==> src/rtl/sps_pkg.sv <==
// Shared constants and types for the standby supervisor handoff link
package sps_pkg;
   localparam int unsigned CLK_MHZ = 250;
   localparam int unsigned PING_MS = 400;
   localparam int unsigned PING_CYC = PING_MS * 1000 * CLK_MHZ;
   localparam int unsigned FW_WORDS = 16;
   localparam int unsigned FW_AW = 4;
   localparam int unsigned AWAKE_CYC = 1000;
   localparam int unsigned CHG_W = 2;
   localparam int unsigned MODE_W = 2;
   localparam int unsigned LED_W = 2;
   localparam int unsigned CNT_W = 32;
   localparam logic [CNT_W-1:0] CNT_ZERO = 32'h0000_0000;
   localparam logic [CNT_W-1:0] CNT_ONE = 32'h0000_0001;
   localparam logic [FW_AW-1:0] FW_LAST = 4'hF;
   localparam logic [FW_AW-1:0] FW_ZERO = 4'h0;

   typedef struct packed {
      logic [CHG_W-1:0] charge;
      logic fault;
      logic [MODE_W-1:0] mode;
   } sps_state_t;

   localparam sps_state_t STATE_RST = '{charge: 2'h0, fault: 1'b0, mode: 2'h0};

   typedef logic [7:0] sps_fw_word_t;
endpackage

==> src/rtl/sps_link_if.sv <==
// Link between the controller and its supervisor
interface sps_link_if;
   import sps_pkg::*;
   logic present;
   logic fw_valid;
   logic [FW_AW-1:0] fw_addr;
   sps_fw_word_t fw_data;
   logic fw_done;
   logic sleep_req;
   sps_state_t save_state;
   logic save_valid;
   sps_state_t restore_state;
   logic restore_valid;
   logic ctrl_rst_n;
   logic ctrl_supply_en;

   modport ctrl (
      input present, restore_state, restore_valid,
      output fw_valid, fw_addr, fw_data, fw_done, sleep_req, save_state, save_valid
   );
   modport sup (
      output present, restore_state, restore_valid, ctrl_rst_n, ctrl_supply_en,
      input fw_valid, fw_addr, fw_data, fw_done, sleep_req, save_state, save_valid
   );
endinterface

==> src/rtl/sps_ctrl.sv <==
// Controller end: strap check, firmware load, sleep request and state recovery
// Contract
// - Tandem mode only when supervisor strap present
// - Load supervisor firmware on very first power-up
// - Standby with supervisor: periodically request sleep
// - Supervisor removes controller supply on sleep
// - Supply removal is a full reset
// - Supervisor retains charge, mode, fault state
// - Supervisor drives LEDs during controller off
// - Supervisor times the off period
// - Ping every 400 ms, never longer; tandem pings only on restore: none out of standby, 4+ cycles late in standby
module sps_ctrl (
   input wire logic sys_clk_in,
   input wire logic rst_n_in,
   sps_link_if.ctrl link,
   input wire logic first_boot_in,
   input wire logic standby_in,
   input wire sps_pkg::sps_state_t state_in,
   input wire logic state_we_in,
   output logic ping_out,
   output logic ready_out,
   output logic tandem_out,
   output sps_pkg::sps_state_t state_out,
   output logic [sps_pkg::LED_W-1:0] led_out
);
   import sps_pkg::*;

   typedef enum logic [2:0] {ST_STRAP, ST_FW, ST_RESTORE, ST_RUN, ST_SLEEP} sps_cst_t;

   typedef struct packed {
      sps_cst_t st;
      logic tandem;
      logic [FW_AW-1:0] addr;
      logic fw_valid;
      logic fw_done;
      logic [CNT_W-1:0] cnt;
      logic sleep;
      logic ping;
      sps_state_t state;
   } sps_creg_t;

   sps_creg_t q, d;

   // Firmware image held inside the controller
   function automatic sps_fw_word_t fw_rom(input logic [FW_AW-1:0] a);
      return sps_fw_word_t'({a, ~a});
   endfunction

   always_comb begin
      d = q;
      d.ping = 1'b0;
      d.fw_done = 1'b0;
      unique case (q.st)
         ST_STRAP: begin
            d.tandem = link.present;
            if (!link.present) begin
               d.st = ST_RUN;
            end else if (first_boot_in) begin
               d.st = ST_FW;
               d.fw_valid = 1'b1;
               d.addr = FW_ZERO;
            end else begin
               d.st = ST_RESTORE;
            end
         end
         ST_FW: begin
            if (q.addr == FW_LAST) begin
               d.fw_valid = 1'b0;
               d.fw_done = 1'b1;
               d.st = ST_RESTORE;
            end else begin
               d.addr = q.addr + 1'b1;
            end
         end
         ST_RESTORE: begin
            if (link.restore_valid) begin
               d.state = link.restore_state;
               d.st = ST_RUN;
               d.ping = 1'b1;
               d.cnt = CNT_ZERO;
            end
         end
         ST_RUN: begin
            if (state_we_in) begin
               d.state = state_in;
            end
            if (q.tandem && standby_in) begin
               if (q.cnt >= CNT_W'(AWAKE_CYC - 1)) begin
                  d.st = ST_SLEEP;
                  d.sleep = 1'b1;
               end else begin
                  d.cnt = q.cnt + CNT_ONE;
               end
            end else if (q.tandem) begin
               // Awake window is timed from standby entry
               d.cnt = CNT_ZERO;
            end else if (q.cnt >= CNT_W'(PING_CYC - 1)) begin
               d.cnt = CNT_ZERO;
               d.ping = 1'b1;
            end else begin
               d.cnt = q.cnt + CNT_ONE;
            end
         end
         ST_SLEEP: begin
            d.sleep = 1'b1;
         end
         default: begin
            d.st = ST_STRAP;
         end
      endcase
   end

   always_ff @(posedge sys_clk_in) begin
      if (!rst_n_in) begin
         q <= '{st: ST_STRAP, tandem: 1'b0, addr: FW_ZERO, fw_valid: 1'b0, fw_done: 1'b0,
                cnt: CNT_ZERO, sleep: 1'b0, ping: 1'b0, state: STATE_RST};
      end else begin
         q <= d;
      end
   end

   assign link.fw_valid = q.fw_valid;
   assign link.fw_addr = q.addr;
   assign link.fw_data = fw_rom(q.addr);
   assign link.fw_done = q.fw_done;
   assign link.sleep_req = q.sleep;
   assign link.save_state = q.state;
   assign link.save_valid = q.tandem && (q.st == ST_RUN);
   assign ping_out = q.ping;
   assign ready_out = (q.st == ST_RUN);
   assign tandem_out = q.tandem;
   assign state_out = q.state;
   // LEDs are only driven locally when no supervisor is fitted
   assign led_out = q.tandem ? '0 : {q.state.fault, q.state.charge != '0};
endmodule

==> src/flat_wrapper.sv <==
// flat-port wrapper written by rule: the top's interface ports become plain ports
module sps_ctrl_flat import sps_pkg::*;
  (sys_clk_in, rst_n_in, first_boot_in, standby_in, state_in, state_we_in, ping_out, ready_out, tandem_out, state_out, led_out, link_present, link_restore_state, link_restore_valid, link_fw_valid, link_fw_addr, link_fw_data, link_fw_done, link_sleep_req, link_save_state, link_save_valid);
  sps_link_if link_i ();
  input wire logic sys_clk_in;
  input wire logic rst_n_in;
  input wire logic first_boot_in;
  input wire logic standby_in;
  input wire sps_pkg::sps_state_t state_in;
  input wire logic state_we_in;
  output logic ping_out;
  output logic ready_out;
  output logic tandem_out;
  output sps_pkg::sps_state_t state_out;
  output logic [sps_pkg::LED_W-1:0] led_out;
  input wire logic [$bits(link_i.present)-1:0] link_present;
  input wire logic [$bits(link_i.restore_state)-1:0] link_restore_state;
  input wire logic [$bits(link_i.restore_valid)-1:0] link_restore_valid;
  output wire logic [$bits(link_i.fw_valid)-1:0] link_fw_valid;
  output wire logic [$bits(link_i.fw_addr)-1:0] link_fw_addr;
  output wire logic [$bits(link_i.fw_data)-1:0] link_fw_data;
  output wire logic [$bits(link_i.fw_done)-1:0] link_fw_done;
  output wire logic [$bits(link_i.sleep_req)-1:0] link_sleep_req;
  output wire logic [$bits(link_i.save_state)-1:0] link_save_state;
  output wire logic [$bits(link_i.save_valid)-1:0] link_save_valid;
  assign link_i.present = link_present;
  assign link_i.restore_state = link_restore_state;
  assign link_i.restore_valid = link_restore_valid;
  assign link_fw_valid = link_i.fw_valid;
  assign link_fw_addr = link_i.fw_addr;
  assign link_fw_data = link_i.fw_data;
  assign link_fw_done = link_i.fw_done;
  assign link_sleep_req = link_i.sleep_req;
  assign link_save_state = link_i.save_state;
  assign link_save_valid = link_i.save_valid;
  sps_ctrl u_core (.sys_clk_in(sys_clk_in), .rst_n_in(rst_n_in), .link(link_i), .first_boot_in(first_boot_in), .standby_in(standby_in), .state_in(state_in), .state_we_in(state_we_in), .ping_out(ping_out), .ready_out(ready_out), .tandem_out(tandem_out), .state_out(state_out), .led_out(led_out));
endmodule
==> config.mk <==
export PLATFORM = sky130hd
export DESIGN_NAME = sps_ctrl_flat
export DESIGN_NICKNAME = d
export VERILOG_FILES = /design/src/rtl/sps_pkg.sv /design/src/rtl/sps_link_if.sv /design/src/rtl/sps_ctrl.sv /design/src/flat_wrapper.sv
export SDC_FILE = /design/constraint.sdc
export NUM_CORES = 1
export LEC_CHECK = 0
export BUFFER_PORTS_ARGS = -buffer_cell sky130_fd_sc_hd__buf_4
export CAP_MARGIN = 20
export CORE_UTILIZATION = 60
export DETAILED_ROUTE_END_ITERATION = 8
export PLACE_DENSITY = 0.84
export SETUP_SLACK_MARGIN = 0.15
export SYNTH_ARGS = -nofsm -noshare
export SYNTH_HDL_FRONTEND = slang
export SYNTH_SLANG_ARGS = --single-unit
==> constraint.sdc <==
create_clock -name sys_clk_in -period 3.35 [get_ports sys_clk_in]
set_clock_uncertainty 0.1 [all_clocks]
set_input_delay 0.5025 -clock sys_clk_in [delete_from_list [all_inputs] [get_ports sys_clk_in]]
set_output_delay 0.5025 -clock sys_clk_in [all_outputs]
set_load 0.01 [all_outputs]
==> impl_metrics.tcl, run 1 <==
set metrics [dict create \
    dpl.hpwl_mm 4.15 \
    worstPathArrival_ns 2.81 \
    end_kind "register" \
    grtUsageTotal 0.252 \
    drive_above_1_share 0.197 \
    ys_top_cells_by_area "dfxtp_1, xnor2_1, buf_4" \
    placed_cells_incl_taps 405 \
    synth_edf_count 0 \
    max_freq_ghz 0.373 \
    yosysTopAreaCell "dfxtp_1" \
    fp.dieH_um 69.4 \
    grt_max_degree 33 \
    coreArea_mm2 0.00435 \
    crit_start "u_core.q[47]" \
    dp_slack_ns 0.729 \
    setup_viol 0 \
    cts_buffers 5 \
    yosysSeqAreaShare 0.360 \
    fp.dieArea_mm2 0.00482 \
    reg2reg_from "u_core.q[47]" \
    yosys.area_share.simple 0.284 \
    gr-total-overflow 0 \
    synth_xor_area_frac 0.0578 \
    crit_cells 6 \
    synth-seq-cells 49 \
    hold_buffers 0 \
    synth-compound-area-share 0.191 \
    rsz0062_at_grt "no" \
    synth_area_per_cell_um2 8.11 \
    cpPeakStageDelay_ns 0.58 \
    path_clk_slew_ns 0.08 \
    vias_per_cell 5.94 \
    layoutNonFillerInstCount 413 \
    root_buffer "clkbuf_8" \
    diodes 0 \
    remaining_drc_errors 0 \
    cap_violations 0 \
    drt-total-wl_mm 5.81 \
    clock-sinks 49 \
    grt_pass1_wl_mm 9.94 \
    initialDrtViolationCount 144 \
    relSlewSlack 0.491 \
    combPwrFrac 0.286 \
    nFillCells 323 \
    clock_latency_ns 0.30 \
    p_sw_mw 0.520 \
    worst_slack_ns 0.670 \
    ant_nets 0 \
    clock_path_buffers 2 \
    num_rows 24 \
    final.min_clock_period_ns 2.68 \
    whs_path_depth 2 \
    multi_input_area_mm2 0.00150 \
    p_clk_frac 0.299 \
    synth_nets 355 \
    final-seq-area_um2 981 \
    first_pass_iters 5 \
    worstPathRequired_ns 3.48 \
    vias 2453 \
    ys.flop_type "dfxtp_1" \
    wire_per_inst_um 14.1 \
    hp-class "reg2reg" \
    finalCritPeriodShare 0.800 \
    syn_inst 336 \
    antenna_found_initial 0 \
    synthArstFlopShare 0 \
    crit_type "reg2reg" \
    synth-adder-area-share 0.00918 \
    p_per_area_mw_per_mm2 526 \
    synth_top_area_frac 0.360 \
    cts_tree "built" \
    r2r_cells 6 \
    crit_path_max_fanout 14 \
    cp_cell_sequence "nor2b_1, and2_1, nand4_2, a21o_1, or3_1, a21oi_1" \
    worst_pin_slew_ns 0.760 \
    rr_endpoint "u_core.q[25]" \
    syn_to_final_growth_pct 13.7 \
    hold_viol_final 0 \
    start_util 0.626 \
    ff2ff_setup_slack_ns 0.67 \
    outcome "finished clean" \
    fin_setup_tns_ns 0 \
    cp_top_family "simple AND/OR/NAND/NOR gates" \
    post_cts_buffers 0 \
    whs_endpoint "u_core.link.save_state[1]" \
    ir_worst_vdd_mv 0.287 \
    critPathBufInv 0 \
    fin_nets 379 \
    die_width_um 69.4 \
    gp_congestion 0.987 \
    htree_num_levels 2 \
    yosysWarnings 0 \
    internal_power_mw 1.11 \
    synth.distinct_cells 48 \
    cp_slowest_cell "dfxtp_1" \
    sequentialPowerShare 0.415 \
    io_buffer_count 47 \
    ios 48 \
    grt_pass1_vias 2235 \
    p_leak_nw 1.11 \
    synthMuxAreaShare 0.00780 \
    synth_top_family_by_area "simple AND/OR/NAND/NOR gates" \
    switching_share 0.319 \
    hp-start "u_core.link.save_state[1]" \
    start_kind "register" \
    post_cts_resized 0 \
    syn_area_mm2 0.00273 \
    slew_violations 0 \
]
-- worst reg2reg max path, delay by kind of cell (launching register included) --
kind | cells | cell delay [ns]
DFF | 1 | 0.58
AOI/OAI and AO/OA | 2 | 0.56
and+or+nand+nor | 4 | 1.37
-- power groups by stage --
stage	combinational [mW]	clock (mW)	sequential, mW
floorplan	0.356	0	0.677
global placement	0.453	0	0.688
detailed placement	0.461	0	0.691
CTS	0.467	0.499	0.677
global route	0.515	0.521	0.686
finish	0.466	0.486	0.677
-- cells in the mapped netlist (all sizes together), types with 7 or more instances --
cell	instances
a21oi	27
xnor2	18
a22oi	7
inv	9
dfxtp	49
nand2	26
nand3	16
nor2b	10
o21ai	10
nor2	34
a21boi	7
and3	10
buf	21
nand4	15
clkbuf	13
-- flip-flops by register name, summed over array words and instances (netlist names) --
signal                  flops
u_core.tandem_out           1
u_core.link.fw_addr         4
u_core.ping_out             1
u_core.q                   35
u_core.link.save_state      5
u_core.link.sleep_req       1
u_core.link.fw_valid        1
u_core.link.fw_done         1
-- how the worst max path moves through the flow --
stage	to	slack [ns]
after global routing	u_core.q[31]	0.42
after CTS	u_core.q[25]	0.71
after global placement	u_core.q[27]	0.84
after detailed placement	u_core.q[25]	0.73
after floorplan	u_core.q[7]	1.12
final	u_core.q[25]	0.67
-- kinds of logic after synthesis --
kind of cell | count (synthesis)
flip-flops | 49
AND/OR/NAND/NOR | 146
XOR/XNOR | 18
adder cells (fa/ha/maj) | 2
multiplexers | 2
AO/OA/AOI/OAI | 76
buffers and inverters | 43
-- metal layers --
metal / GRT usage / share of wire / wire length (µm) / vias to the layer above
met3: 0.0610 / 0.068 / 397 / 6
met5: 0 / 0 / 0 / -
met1: 0.311 / 0.44 / 2550 / 1120
li1: - / - / - / 1240
met2: 0.430 / 0.48 / 2800 / 87
met4: 0.0816 / 0.011 / 63 / 0
-- final cells by class --
| class | count | area share |
|---|---|---|
| clock buffer | 5 | 0.0222 |
| clock inverter | 3 | 0.0210 |
| inverter | 9 | 0.0109 |
| multi-input combinational | 244 | 0.485 |
| sequential | 49 | 0.316 |
| tap | 52 | 0.0210 |
| timing repair buffer | 51 | 0.123 |
-- cell usage in the layout (no fill, tap or decap), types with 6 or more instances in the layout --
cell / instances
nand4_1: 14
nor2_1: 34
a21boi_0: 7
nand3_1: 16
a21oi_1: 25
buf_4: 51
and3_1: 10
nor2b_1: 10
nor3_1: 6
or3_1: 6
inv_1: 9
o21ai_0: 10
xnor2_1: 18
a22oi_1: 7
nand2_1: 26
dfxtp_1: 49
-- through the flow --
step | hold WS (ns) | cell area (µm²) | utilization | power [mW]
after global placement | 0.364 | 2970 | 0.681 | 1.14
after global routing | 0.408 | 3100 | 0.712 | 1.72
after detailed placement | 0.375 | 2970 | 0.681 | 1.15
after floorplan | 0.338 | 2730 | - | 1.03
after CTS | 0.389 | 3100 | 0.712 | 1.64
final | 0.389 | 3100 | 0.712 | 1.63
Power figures use the tool's default switching activity.
==> run 2: changes to the inputs <==
- CORE_UTILIZATION: 60 -> 56
- PLACE_DENSITY: 0.84 -> 0.79
- clock period: 3.35 -> 2.6 ns (I/O delays scaled with it)
==> impl_metrics.tcl, run 2 (synthesis results as in run 1) <==
set metrics [dict create \
    gp_congestion 0.937 \
    worst_slack_ns 0.208 \
    drt-total-wl_mm 6.19 \
    dpl_cell_area_mm2 0.00302 \
    placed_cells_incl_taps 414 \
    layout_commonest_cell "buf_4" \
    syn_to_final_growth_pct 16.5 \
    ir_worst_vdd_mv 0.544 \
    path_clk_slew_ns 0.09 \
    ant_nets 0 \
    p_per_area_mw_per_mm2 631 \
    finalPower_mw 2.00 \
    start_util 0.581 \
    worstSetupEndpoint "u_core.q[20]" \
    reg2reg_from "u_core.q[34]" \
    wire_per_inst_um 14.6 \
    fin_nets 389 \
    routed-wl-met3_um 418 \
    vias_per_cell 5.99 \
    cap_violations 0 \
    regMostFlops "u_core.q" \
    grt_pass1_vias 2272 \
    max_freq_ghz 0.418 \
    htree_num_levels 2 \
    outcome "finished clean" \
    rsz0062_at_grt "yes" \
    p_leak_nw 1.14 \
    dp_slack_ns 0.0844 \
    diodes 0 \
    coreArea_mm2 0.00469 \
    clock_path_buffers 2 \
    crit_type "reg2reg" \
    clock-sinks 49 \
    remaining_drc_errors 0 \
    top_layer_used "met4" \
    most-common-layout-cells "buf_4, dfxtp_1, nor2_1, nand2_1, a21oi_1" \
    fin_area_mm2 0.00318 \
    relSlewSlack 0.559 \
    vias 2544 \
    first_pass_iters 6 \
    rr_endpoint "u_core.q[20]" \
    grt_pass1_wl_mm 9.92 \
    worst_pin_slew_ns 0.658 \
    gr-total-overflow 0 \
    final.min_clock_period_ns 2.39 \
    worstPathArrival_ns 2.49 \
    post-route-util 0.677 \
    cts_tree "built" \
    crit_start "u_core.q[34]" \
    io_buffer_count 47 \
    worstPathRequired_ns 2.70 \
    start_kind "register" \
    grt_max_degree 33 \
    cts_buffers 5 \
    largest_reg_flops 35 \
    slew_violations 0 \
    antenna_found_initial 0 \
    fin_setup_tns_ns 0 \
    finalCritPeriodShare 0.920 \
    die_width_um 71.8 \
    hp-class "in2reg" \
    fp.dieArea_mm2 0.00515 \
    ios 48 \
    layoutNonFillerInstCount 425 \
    grtUsageTotal 0.239 \
    crit_path_max_fanout 5 \
    hold_viol_final 0 \
    drive_above_1_share 0.224 \
    fp.dieH_um 71.8 \
    initialDrtViolationCount 161 \
    root_buffer "clkbuf_8" \
    setup_viol 0 \
    hold_ws_ns 0.279 \
    num_rows 25 \
    wl_met1_mm 2.77 \
    clock_latency_ns 0.31 \
    end_kind "register" \
    ff2ff_setup_slack_ns 0.21 \
    dpl.hpwl_mm 4.24 \
    dr_wl_met2_mm 2.87 \
    r2r_cells 7 \
]
[run 2: cell count changes in the layout (fill, tap and decap cells not counted), sizes merged]
cell,delta
clkinvlp,+1
inv,+1
bufinv,-2
nand4,+1
buf,+9
[run 2: worst max-delay path, cell delays in order (launching register included)]
cell and delay [ns]:
dfxtp_1 0.33, or4_4 0.53, and4bb_2 0.38, nand4_4 0.19, buf_4 0.21, a2111oi_4 0.34
xnor2_1 0.16, nor2_1 0.05
[run 2: final cells by class]
class / count / area (µm²)
clock buffers: 5 / 68.8
clock inverters: 3 / 21.3
fillers: 399 / 1520
inverters: 9 / 33.8
multi-input cells: 245 / 1550
flip-flops and latches: 49 / 981
well taps: 54 / 67.6
repair buffers: 60 / 450
[run 2: timing repair]
item,in CTS,in global routing
hold buffers,0,0
gates resized for setup,2,4
endpoints found under the setup margin,7,15
buffers inserted,0,2
pin swaps,0,4
cloned,0,1
[run 2: per-layer routing]
| layer | up-vias | global-route usage |
|---|---|---|
| li1 | 1261 | - |
| met5 | - | 0 |
| met2 | 99 | 0.403 |
| met3 | 19 | 0.0549 |
| met4 | 0 | 0.0806 |
| met1 | 1165 | 0.300 |
[run 2: report_power, final]
| part | internal (mW) | leakage (nW) | switching (mW) |
|---|---|---|---|
| combinational | 0.283 | 0.697 | 0.398 |
| clock | 0.191 | 0.0445 | 0.269 |
| sequential | 0.804 | 0.396 | 0.0583 |
[run 2: worst min path at each step]
| stage | startpoint | to | slack (ns) | cells after the start |
|---|---|---|---|---|
| global placement | u_core.q[35] | u_core.q[35] | 0.36 | 2 |
| floorplan | u_core.q[37] | u_core.q[37] | 0.34 | 2 |
| global route | link_restore_state[0] | u_core.link.save_state[0] | 0.29 | 3 |
| finish | link_restore_state[0] | u_core.link.save_state[0] | 0.28 | 3 |
| detailed placement | u_core.q[37] | u_core.q[37] | 0.37 | 2 |
| CTS | link_present | u_core.tandem_out | 0.28 | 3 |
